==> config.mk <==
export PLATFORM = sky130hd
export DESIGN_NAME = xcvr_top
export DESIGN_NICKNAME = d
export VERILOG_FILES = /design/src/core/xcvr_pkg.sv /design/src/core/xcvr_section.sv /design/src/core/xcvr_top.sv
export SDC_FILE = /design/constraint.sdc
export NUM_CORES = 1
export LEC_CHECK = 0
export ABC_AREA = 1
export BUFFER_PORTS_ARGS = -buffer_cell sky130_fd_sc_hd__buf_4
export CORE_MARGIN = 2
export CORE_UTILIZATION = 56
export DETAILED_ROUTE_END_ITERATION = 8
export GPL_TIMING_DRIVEN = 0
export PLACE_DENSITY = 0.87
export SLEW_MARGIN = 0
export SYNTH_ARGS = -nofsm -noshare
export SYNTH_HDL_FRONTEND = slang
export SYNTH_HIERARCHICAL = 1
export SYNTH_SLANG_ARGS = --single-unit
==> constraint.sdc <==
create_clock -name aclk -period 2.2 [get_ports aclk]
set_input_delay 0.11 -clock aclk [delete_from_list [all_inputs] [get_ports aclk]]
set_output_delay 0.11 -clock aclk [all_outputs]
set_load 0.02 [all_outputs]
==> src/core/xcvr_pkg.sv <==
package xcvr_pkg;
  // Section geometry
  localparam int SEC_W = 9;
  localparam int NUM_SEC = 2;
  localparam int BUS_W = SEC_W * NUM_SEC;
  // Register bus geometry
  localparam int ADDR_W = 8;
  localparam int DATA_W = 32;
  localparam int STRB_W = DATA_W / 8;
  // Register byte addresses
  localparam logic [ADDR_W-1:0] CTRL_ADDR = 8'h00;
  localparam logic [ADDR_W-1:0] TEST_A_ADDR = 8'h04;
  localparam logic [ADDR_W-1:0] TEST_B_ADDR = 8'h08;
  localparam logic [ADDR_W-1:0] TEST_OE_ADDR = 8'h0C;
  localparam logic [ADDR_W-1:0] OBS_A_ADDR = 8'h10;
  localparam logic [ADDR_W-1:0] OBS_B_ADDR = 8'h14;
  localparam logic [ADDR_W-1:0] STORE_A_ADDR = 8'h18;
  localparam logic [ADDR_W-1:0] STORE_B_ADDR = 8'h1C;
  localparam logic [ADDR_W-1:0] PIN_STAT_ADDR = 8'h20;
  // Field positions
  localparam int CTRL_TEST_BIT = 0;
  localparam int TEST_OE_A_BIT = 0;
  localparam int TEST_OE_B_BIT = 1;
  // Reset values
  localparam logic [BUS_W-1:0] TEST_DATA_RST = 18'h00000;
  localparam logic [DATA_W-1:0] RDATA_RST = 32'h00000000;
  // Bus responses
  localparam logic [1:0] RESP_OKAY = 2'h0;
  localparam logic [1:0] RESP_SLVERR = 2'h2;
endpackage

==> src/core/xcvr_section.sv <==
`timescale 1ns/100ps
module xcvr_section
  import xcvr_pkg::*;
#(
  parameter int W = SEC_W
) (
  input wire logic aclk, // System clock
  input wire logic aresetn, // Synchronous reset, active low
  input wire logic [W-1:0] a_in, // Synchronised A pins
  input wire logic [W-1:0] b_in, // Synchronised B pins
  input wire logic oe_n, // Output enable, active low
  input wire logic dir, // High A to B, low B to A
  input wire logic b_src_sel, // B output source select
  input wire logic a_src_sel, // A output source select
  input wire logic a_edge, // Rising edge of A to B capture clock
  input wire logic b_edge, // Rising edge of B to A capture clock
  input wire logic test_mode, // Normal operation inhibited
  input wire logic [W-1:0] test_a, // Forced A value in test mode
  input wire logic [W-1:0] test_b, // Forced B value in test mode
  input wire logic drv_a, // Force A pins in test mode
  input wire logic drv_b, // Force B pins in test mode
  output logic [W-1:0] a_out, // A pin drive value
  output logic [W-1:0] a_oe, // A pin drive enable
  output logic [W-1:0] b_out, // B pin drive value
  output logic [W-1:0] b_oe, // B pin drive enable
  output logic [W-1:0] store_a, // A side storage register
  output logic [W-1:0] store_b // B side storage register
);
  typedef struct packed {
    logic [W-1:0] store_a;
    logic [W-1:0] store_b;
    logic [W-1:0] a_out;
    logic [W-1:0] b_out;
    logic a_en;
    logic b_en;
  } sec_s;

  sec_s r;
  sec_s next_r;

  // Storage capture and pin drive selection
  always_comb begin
    next_r = r;
    if (!test_mode && a_edge) begin
      next_r.store_a = a_in;
    end
    if (!test_mode && b_edge) begin
      next_r.store_b = b_in;
    end
    if (test_mode) begin
      next_r.a_en = drv_a;
      next_r.b_en = drv_b;
      next_r.a_out = test_a;
      next_r.b_out = test_b;
    end else begin
      next_r.a_en = !oe_n && !dir;
      next_r.b_en = !oe_n && dir;
      next_r.b_out = b_src_sel ? r.store_a : a_in;
      next_r.a_out = a_src_sel ? r.store_b : b_in;
    end
  end

  // Storage keeps no reset; only the drive state is cleared
  always_ff @(posedge aclk) begin
    r <= next_r;
    if (!aresetn) begin
      r.a_en <= 1'b0;
      r.b_en <= 1'b0;
      r.a_out <= '0;
      r.b_out <= '0;
    end
  end

  assign a_out = r.a_out;
  assign b_out = r.b_out;
  assign a_oe = {W{r.a_en}};
  assign b_oe = {W{r.b_en}};
  assign store_a = r.store_a;
  assign store_b = r.store_b;
endmodule

==> src/core/xcvr_top.sv <==
`timescale 1ns/100ps
module xcvr_top
  import xcvr_pkg::*;
(
  input wire logic aclk, // System clock, 40 MHz
  input wire logic aresetn, // Synchronous reset, active low
  input wire logic [ADDR_W-1:0] awaddr, // Write address
  input wire logic awvalid, // Write address valid
  output logic awready, // Write address ready
  input wire logic [DATA_W-1:0] wdata, // Write data
  input wire logic [STRB_W-1:0] wstrb, // Write byte strobes
  input wire logic wvalid, // Write data valid
  output logic wready, // Write data ready
  output logic [1:0] bresp, // Write response
  output logic bvalid, // Write response valid
  input wire logic bready, // Write response ready
  input wire logic [ADDR_W-1:0] araddr, // Read address
  input wire logic arvalid, // Read address valid
  output logic arready, // Read address ready
  output logic [DATA_W-1:0] rdata, // Read data
  output logic [1:0] rresp, // Read response
  output logic rvalid, // Read data valid
  input wire logic rready, // Read data ready
  input wire logic [BUS_W-1:0] a_pin_in, // A bus pin level
  output logic [BUS_W-1:0] a_pin_out, // A bus drive value
  output logic [BUS_W-1:0] a_pin_oe, // A bus drive enable
  input wire logic [BUS_W-1:0] b_pin_in, // B bus pin level
  output logic [BUS_W-1:0] b_pin_out, // B bus drive value
  output logic [BUS_W-1:0] b_pin_oe, // B bus drive enable
  input wire logic [NUM_SEC-1:0] output_enable_n, // Per section
  input wire logic [NUM_SEC-1:0] flow_dir, // Per section
  input wire logic [NUM_SEC-1:0] a_to_b_capture_clock, // Per section
  input wire logic [NUM_SEC-1:0] b_to_a_capture_clock, // Per section
  input wire logic [NUM_SEC-1:0] b_output_source_select, // Per section
  input wire logic [NUM_SEC-1:0] a_output_source_select // Per section
);
  typedef struct packed {
    logic [BUS_W-1:0] a1;
    logic [BUS_W-1:0] a2;
    logic [BUS_W-1:0] b1;
    logic [BUS_W-1:0] b2;
    logic [NUM_SEC-1:0] oe1;
    logic [NUM_SEC-1:0] oe2;
    logic [NUM_SEC-1:0] dir1;
    logic [NUM_SEC-1:0] dir2;
    logic [NUM_SEC-1:0] bsel1;
    logic [NUM_SEC-1:0] bsel2;
    logic [NUM_SEC-1:0] asel1;
    logic [NUM_SEC-1:0] asel2;
    logic [NUM_SEC-1:0] cab1;
    logic [NUM_SEC-1:0] cab2;
    logic [NUM_SEC-1:0] cab3;
    logic [NUM_SEC-1:0] cba1;
    logic [NUM_SEC-1:0] cba2;
    logic [NUM_SEC-1:0] cba3;
    logic test_mode;
    logic [BUS_W-1:0] test_a;
    logic [BUS_W-1:0] test_b;
    logic drv_a;
    logic drv_b;
    logic [BUS_W-1:0] obs_a;
    logic [BUS_W-1:0] obs_b;
    logic aw_got;
    logic w_got;
    logic [ADDR_W-1:0] aw_addr;
    logic [DATA_W-1:0] w_data;
    logic [STRB_W-1:0] w_strb;
    logic awready;
    logic wready;
    logic bvalid;
    logic [1:0] bresp;
    logic arready;
    logic rvalid;
    logic [DATA_W-1:0] rdata;
    logic [1:0] rresp;
  } state_s;

  state_s r;
  state_s next_r;
  logic [BUS_W-1:0] store_a;
  logic [BUS_W-1:0] store_b;
  logic [NUM_SEC-1:0] a_edge;
  logic [NUM_SEC-1:0] b_edge;

  // Byte lane merge for partial writes
  function automatic logic [DATA_W-1:0] merge(
    input logic [DATA_W-1:0] old_v,
    input logic [DATA_W-1:0] new_v,
    input logic [STRB_W-1:0] strb
  );
    logic [DATA_W-1:0] res;
    res = old_v;
    for (int i = 0; i < STRB_W; i++) begin
      if (strb[i]) begin
        res[i*8 +: 8] = new_v[i*8 +: 8];
      end
    end
    return res;
  endfunction

  // Capture clock rising edges from the synchronised levels
  assign a_edge = r.cab2 & ~r.cab3;
  assign b_edge = r.cba2 & ~r.cba3;

  // Next state: pin synchronisers, test cells and bus slave
  always_comb begin
    logic aw_take;
    logic w_take;
    logic do_write;
    logic [ADDR_W-1:0] wa;
    logic [DATA_W-1:0] wd;
    logic [STRB_W-1:0] ws;
    logic [DATA_W-1:0] mv;
    mv = '0;
    aw_take = awvalid && r.awready;
    w_take = wvalid && r.wready;
    wa = aw_take ? awaddr : r.aw_addr;
    wd = w_take ? wdata : r.w_data;
    ws = w_take ? wstrb : r.w_strb;
    do_write = (r.aw_got || aw_take) && (r.w_got || w_take);
    next_r = r;
    // Two flops on every pin before use
    next_r.a1 = a_pin_in;
    next_r.a2 = r.a1;
    next_r.b1 = b_pin_in;
    next_r.b2 = r.b1;
    next_r.oe1 = output_enable_n;
    next_r.oe2 = r.oe1;
    next_r.dir1 = flow_dir;
    next_r.dir2 = r.dir1;
    next_r.bsel1 = b_output_source_select;
    next_r.bsel2 = r.bsel1;
    next_r.asel1 = a_output_source_select;
    next_r.asel2 = r.asel1;
    next_r.cab1 = a_to_b_capture_clock;
    next_r.cab2 = r.cab1;
    next_r.cab3 = r.cab2;
    next_r.cba1 = b_to_a_capture_clock;
    next_r.cba2 = r.cba1;
    next_r.cba3 = r.cba2;
    // Observe cells sample both pins of each bus bit in test mode
    if (r.test_mode) begin
      next_r.obs_a = r.a2;
      next_r.obs_b = r.b2;
    end
    // Write address and data taken in either order
    if (aw_take) begin
      next_r.aw_got = 1'b1;
      next_r.aw_addr = awaddr;
    end
    if (w_take) begin
      next_r.w_got = 1'b1;
      next_r.w_data = wdata;
      next_r.w_strb = wstrb;
    end
    if (r.bvalid && bready) begin
      next_r.bvalid = 1'b0;
    end
    // Register write once both halves are in
    if (do_write) begin
      next_r.aw_got = 1'b0;
      next_r.w_got = 1'b0;
      next_r.bvalid = 1'b1;
      next_r.bresp = RESP_OKAY;
      if (wa == CTRL_ADDR) begin
        mv = merge(DATA_W'(r.test_mode), wd, ws);
        next_r.test_mode = mv[CTRL_TEST_BIT];
      end else if (wa == TEST_A_ADDR) begin
        mv = merge(DATA_W'(r.test_a), wd, ws);
        next_r.test_a = mv[BUS_W-1:0];
      end else if (wa == TEST_B_ADDR) begin
        mv = merge(DATA_W'(r.test_b), wd, ws);
        next_r.test_b = mv[BUS_W-1:0];
      end else if (wa == TEST_OE_ADDR) begin
        if (ws[0]) begin
          next_r.drv_a = wd[TEST_OE_A_BIT];
          next_r.drv_b = wd[TEST_OE_B_BIT];
        end
      end else if (wa == OBS_A_ADDR || wa == OBS_B_ADDR ||
                   wa == STORE_A_ADDR || wa == STORE_B_ADDR ||
                   wa == PIN_STAT_ADDR) begin
        next_r.bresp = RESP_OKAY;
      end else begin
        next_r.bresp = RESP_SLVERR;
      end
    end
    // Read path answers on the same edge that takes the address
    if (r.rvalid && rready) begin
      next_r.rvalid = 1'b0;
    end
    if (arvalid && r.arready) begin
      next_r.rvalid = 1'b1;
      next_r.rresp = RESP_OKAY;
      next_r.rdata = RDATA_RST;
      if (araddr == CTRL_ADDR) begin
        next_r.rdata = DATA_W'(r.test_mode);
      end else if (araddr == TEST_A_ADDR) begin
        next_r.rdata = DATA_W'(r.test_a);
      end else if (araddr == TEST_B_ADDR) begin
        next_r.rdata = DATA_W'(r.test_b);
      end else if (araddr == TEST_OE_ADDR) begin
        next_r.rdata = DATA_W'({r.drv_b, r.drv_a});
      end else if (araddr == OBS_A_ADDR) begin
        next_r.rdata = DATA_W'(r.obs_a);
      end else if (araddr == OBS_B_ADDR) begin
        next_r.rdata = DATA_W'(r.obs_b);
      end else if (araddr == STORE_A_ADDR) begin
        next_r.rdata = DATA_W'(store_a);
      end else if (araddr == STORE_B_ADDR) begin
        next_r.rdata = DATA_W'(store_b);
      end else if (araddr == PIN_STAT_ADDR) begin
        next_r.rdata = DATA_W'({r.asel2, r.bsel2, r.dir2, r.oe2});
      end else begin
        next_r.rresp = RESP_SLVERR;
      end
    end
    // Ready flags follow the state they lead into
    next_r.awready = !next_r.aw_got && !next_r.bvalid;
    next_r.wready = !next_r.w_got && !next_r.bvalid;
    next_r.arready = !next_r.rvalid;
  end

  // State register with synchronous reset of every field
  always_ff @(posedge aclk) begin
    if (!aresetn) begin
      r <= '0;
      r.oe1 <= '1; // Isolated until the enable pins are seen
      r.oe2 <= '1;
      r.test_a <= TEST_DATA_RST;
      r.test_b <= TEST_DATA_RST;
      r.rdata <= RDATA_RST;
      r.bresp <= RESP_OKAY;
      r.rresp <= RESP_OKAY;
    end else begin
      r <= next_r;
    end
  end

  // Two independent sections side by side
  for (genvar s = 0; s < NUM_SEC; s++) begin : g_sec
    xcvr_section #(
      .W(SEC_W)
    ) u_sec (
      .aclk(aclk),
      .aresetn(aresetn),
      .a_in(r.a2[s*SEC_W +: SEC_W]),
      .b_in(r.b2[s*SEC_W +: SEC_W]),
      .oe_n(r.oe2[s]),
      .dir(r.dir2[s]),
      .b_src_sel(r.bsel2[s]),
      .a_src_sel(r.asel2[s]),
      .a_edge(a_edge[s]),
      .b_edge(b_edge[s]),
      .test_mode(r.test_mode),
      .test_a(r.test_a[s*SEC_W +: SEC_W]),
      .test_b(r.test_b[s*SEC_W +: SEC_W]),
      .drv_a(r.drv_a),
      .drv_b(r.drv_b),
      .a_out(a_pin_out[s*SEC_W +: SEC_W]),
      .a_oe(a_pin_oe[s*SEC_W +: SEC_W]),
      .b_out(b_pin_out[s*SEC_W +: SEC_W]),
      .b_oe(b_pin_oe[s*SEC_W +: SEC_W]),
      .store_a(store_a[s*SEC_W +: SEC_W]),
      .store_b(store_b[s*SEC_W +: SEC_W])
    );
  end

  // Bus outputs straight from the state register
  assign awready = r.awready;
  assign wready = r.wready;
  assign bvalid = r.bvalid;
  assign bresp = r.bresp;
  assign arready = r.arready;
  assign rvalid = r.rvalid;
  assign rdata = r.rdata;
  assign rresp = r.rresp;
endmodule

**Word-level counts from Yosys, hierarchy flattened**

Cells that the tools add are included.

- Register bits: 323
- Bits of input ports: 107
- Output and inout bits: 113
- Word-level logic and storage cells: 157

- Equality and inequality tests: 16
- Multiplexer cells: 39
- Bitwise logic cells: 7
- Reductions and logical operators: 41

Operators by type and width:

| kind | number |
|---|---|
| 18-bit 2-to-1 mux | 8 |
| 8-bit by 5-bit equality test with 1-bit output, second input constant | 8 |
| 20-bit 2-to-1 mux | 2 |
| 9-bit 2-to-1 mux | 4 |
| 35-bit 2-to-1 mux | 1 |
| 8-bit by 4-bit equality test with 1-bit output, second input constant | 4 |
| 32-bit 2-to-1 mux | 1 |
| 2-bit 2-to-1 mux | 15 |
| 8-bit by 3-bit equality test with 1-bit output, second input constant | 2 |
| 8-bit by 6-bit equality test with 1-bit output, second input constant | 2 |
| 1-bit logical AND | 16 |
| 8-bit zero test | 2 |
| 8-bit 2-to-1 mux | 2 |
| 5-bit AND reduction | 3 |
| 4-bit AND reduction | 3 |
| 1-bit zero test | 9 |
| 1-bit logical OR | 6 |
| 3-bit 2-to-1 mux | 2 |
| 6-bit AND reduction | 1 |
| 2-bit bitwise AND | 2 |
| 1-bit 2-to-1 mux | 4 |
| 2-bit NOT | 2 |
| 1-bit NOT | 3 |
| 3-bit AND reduction | 1 |

**Longest topological paths before layout**

- Depth in word-level cells: 15
- Mapped depth: 13
- Gate-level depth less buffers: 12

**Cells and area by module**

Netlist, hierarchy kept.

By module, submodules not included:

| module | instances | cells each | area an instance (µm²) | seq. area each (µm²) |
|---|---|---|---|---|
| xcvr_top | 1 | 1210 | 9115.0 | 4624.4 |
| xcvr_section | 2 | 203 | 1767.9 | 940.9 |

**Least setup slack after synthesis**

No wires, ideal clock.

- Path kind: reg-to-reg
- From: register r, in the netlist awready
- To: register r[158] (netlist name)
- Library setup time: 117 ps
- Arrival: 1738 ps
- Data required time: 2083 ps
- Setup slack: 345 ps
- Stages on the path, launching flop included: 12
- Buffers on the path: 2
- Clock period less this slack: 1855 ps
- Cell sequence: dfxtp_1 nand2_2 buf_8 o21ai_2 nand2_4 nor3_4 nand2_2 nor2_4 nand2_4 buf_6 o21ai_1 a21oi_1

- Cells in the longest elaborated chain, start to end: 5
- Elaborated cells between the ends (all ways): 8
- Those cells by class: eq/ne (1); mux (1); bitwise (1); reduce/logical (5)

Ends and longest elaborated chain:

| what | RTL line | source |
|---|---|---|
| start, declared | xcvr_top.sv:78 | `state_s r;` |
| start signal, assigned | xcvr_top.sv:235 | `r <= next_r;` |
| 1-bit logical AND (*) | xcvr_top.sv:115 | `aw_take = awvalid && r.awready;` |
| 8-bit 2-to-1 mux | - |  |
| 8-bit zero test | xcvr_top.sv:165 | `if (wa == CTRL_ADDR) begin` |
| 1-bit NOT (no source line) | - |  |
| 4-bit AND reduction (no source line) (*) | - |  |

Mark *: on every way between the ends. The rest lies on a longest branch, timed or not.
A chain may end at the register's enable or synchronous reset.

**Final worst setup path**

- From: register r[161] in the netlist's numbering
- To: register r[89] in the netlist's numbering

No word-level cell between the ends.

==> results.ini <==
[run_status]
outcome=completed

[route]
ant_nets=0
wl_per_cell_um=17.20
vias=11552
vias_per_cell=5.171
totalWireLength_um=38430
drc_errors=0
drtPass1Iterations=5
drtIter0Drc=973

[floorplan]
die_area_um2=23810
start_util_pct=57.44
die_h_um=154.3
die_w_um=154.3
coreArea_um2=22030
rows=54
io_pins=220

[synth]
synth_top_cell_by_area=dfxtp_1
syn_inst=1616
syn_area_um2=12650
postSynthAreaPerCell_um2=7.829
yosysWarningCount=6
synth-seq-area-share_pct=51.43
synth.distinct_cells=36
synth.top_cell.area_share_pct=42.88
synth.area.top_cells=dfxtp_1 43%, edfxtp_1 8.5%, nand2_1 8.1%
synth-seq-cells=307

[clocking]
clockBufferDepth=3
postCtsSetupRepairBufs=0
cts_tree=done
cts.root.buffer_cell=clkbuf_16
cts_buffers=30
cts_sinks=307
insertion_delay_ns=0.56
htreeDepth=1
clk_pin_slew_ns=0.06

[timing]
slew_viol_final=0
max_slew_margin_pct=31.19
max_freq_ghz=0.4836
max_slew.worst_pin.slew_ns=1.028
hold_violations=0
post-route-period-util_pct=94.00
finalClockSkew_ns=0.01494
holdWs_ns=0.05161
grt_setup_unrepaired=no
finalSetupViolations=0
finalWorstSetupSlack_ns=0.1320
fin_crit_ns=2.068

[cells_and_area]
syn_to_final_growth_pct=28.01
seqCellArea_um2=6506
multi_input_area_um2=4441
layout-drive-gt1-share_pct=23.36
fin_area_um2=16190
fin_util_pct=73.52
nets=2035
fillers=1589

[min_path]
hold_class=in -> reg

[placed_design]
place.gp.congestion=0.9334
dpl.hpwl_um=26500
portBuffers=187
dpl_cell_area_um2=14460
pre_cts_ws_ns=-0.005184

[pwr]
seqPwrFrac_pct=49.1
p_sw_share_pct=24.38
combinationalPowerShare_pct=10.2
power.switching_mw=2.956
clkPwrFrac_pct=40.7
p_leak_nw=8.191
ir_drop_uv=651.9
cellPowerDensity_nw_per_um2=748.5
power_mw=12.12
p_int_mw=9.166

[critical_path]
rr_worst_depth=4
cp-startpoint=r[161]
r2r_end=r[89]
cp.required_ns=2.68
worstSetupPathType=reg -> reg
endpoint_kind=register
cp_max_fo=18
timing.rr.start=r[161]
crit_end=r[89]
worst_setup_path_start_kind=register
crit_arrival_ns=2.55
rrSetupSlack_ns=0.13

[grt]
grt_util_all_layers_pct=31.83
grt_max_degree=19
grt_pass1_vias=11534
antenna_found_initial=2
grt_pass1_wl_um=59600
grt_overflow_total=0

[job]
maxCapViolCount=0

==> sequential cells by signal (all words and copies together) (netlist names) <==
signal	cells
arready	1
awready	1
rdata	18
bvalid	1
rvalid	1
g_sec.u_sec/a_out	18
g_sec.u_sec/store_b	18
g_sec.u_sec/b_oe	2
r	154
next_r	52
g_sec.u_sec/b_out	18
bresp	1
g_sec.u_sec/a_oe	2
wready	1
g_sec.u_sec/store_a	18
rresp	1
==> how the worst min path moves through the flow <==
stage	start	endpoint	slack [ns]	cells after the start
detailed placement	a_pin_in[12]	next_r[238]	0.29	3
floorplan	b_to_a_capture_clock[0]	next_r[164]	0.21	2
global placement	a_pin_in[14]	next_r[240]	0.29	3
CTS	aresetn	g_sec[1].u_sec/b_out[2]	0.02	3
global route	aresetn	g_sec[1].u_sec/a_out[8]	0.07	3
finish	aresetn	g_sec[1].u_sec/b_out[2]	0.05	3
==> synthesized netlist by cell type, drive strengths merged <==
| cell type | instances |
|---|---|
| dfxtp | 271 |
| and2 | 1 |
| nand2 | 307 |
| edfxtp | 36 |
| buf | 97 |
| o31ai | 1 |
| clkbuf | 46 |
| nand3 | 45 |
| inv | 227 |
| nor2 | 267 |
| nor3 | 11 |
| a211oi | 2 |
| clkinv | 2 |
| conb | 1 |
| a21oi | 112 |
| or2 | 27 |
| nand4 | 10 |
| o21ai | 153 |
==> final cells by class <==
type	instances	area share [%]
Multi-Input combinational cell	952	27.42
Inverter	229	5.308
Buffer	143	5.571
Clock inverter	14	0.6104
Timing Repair Buffer	265	13.49
Clock buffer	42	5.231
Antenna cell	2	0.03090
Tap cell	280	2.163
Sequential cell	307	40.18
==> cells in the final DEF (no fill, tap or decap), types with 31 or more instances in the layout <==
master / Yosys / layout
clkbuf_1: 46 / 53
a21oi_1: 109 / 109
o21ai_0: 100 / 100
inv_1: 223 / 222
dfxtp_1: 271 / 271
dlygate4sd3_1: 0 / 78
nand2_1: 273 / 273
nor2_1: 241 / 241
clkbuf_16: 0 / 31
buf_4: 70 / 257
edfxtp_1: 36 / 36
nand3_1: 44 / 44
==> metrics by stage <==
stage               cells  setup TNS (ns)
CTS                  2232               0
global placement     2098               0
global route         2234               0
floorplan            1631               0
detailed placement   2098       -0.005184
finish               2234               0
==> logic make-up (layout without fill, tap and decap cells) <==
family,after synthesis,count (layout),share of synthesized area [%]
flip-flops,307,307,51.43
AO/OA/AOI/OAI,268,268,11.61
other,1,18,0.02964
AND/OR/NAND/NOR,668,668,23.01
buffers and inverters,372,693,13.92
==> repair_timing <==
item	4_1_cts	5_1_grt
hold buffers	78	0
resized for setup	0	3
endpoints found under the setup margin	0	14
hold endpoints to repair	105	0
==> worst max-delay path, stage by stage (launching register included) <==
cell and delay, ns:
dfxtp_1 0.99, inv_1 0.22, clkbuf_1 0.28, clkbuf_1 0.30, a21oi_1 0.20
==> per-layer routing <==
metal  GRT usage [%]  share of wire, %  up-vias
met2           55.50                48      611
met1           38.21                39     5264
met3           5.660               8.4      137
met5               0                 0        -
li1                -                 -     5540
met4           15.30               5.0        0
==> power groups by stage <==
stage | clock network, mW | registers, mW | logic [mW]
finish | 4.93 | 5.95 | 1.24
detailed placement | 0 | 6.07 | 1.07
global placement | 0 | 6.06 | 1.04
CTS | 4.94 | 5.95 | 1.20
global route | 5.19 | 5.96 | 1.34
floorplan | 0 | 6.08 | 0.638
(Power assumes the default switching activity.)
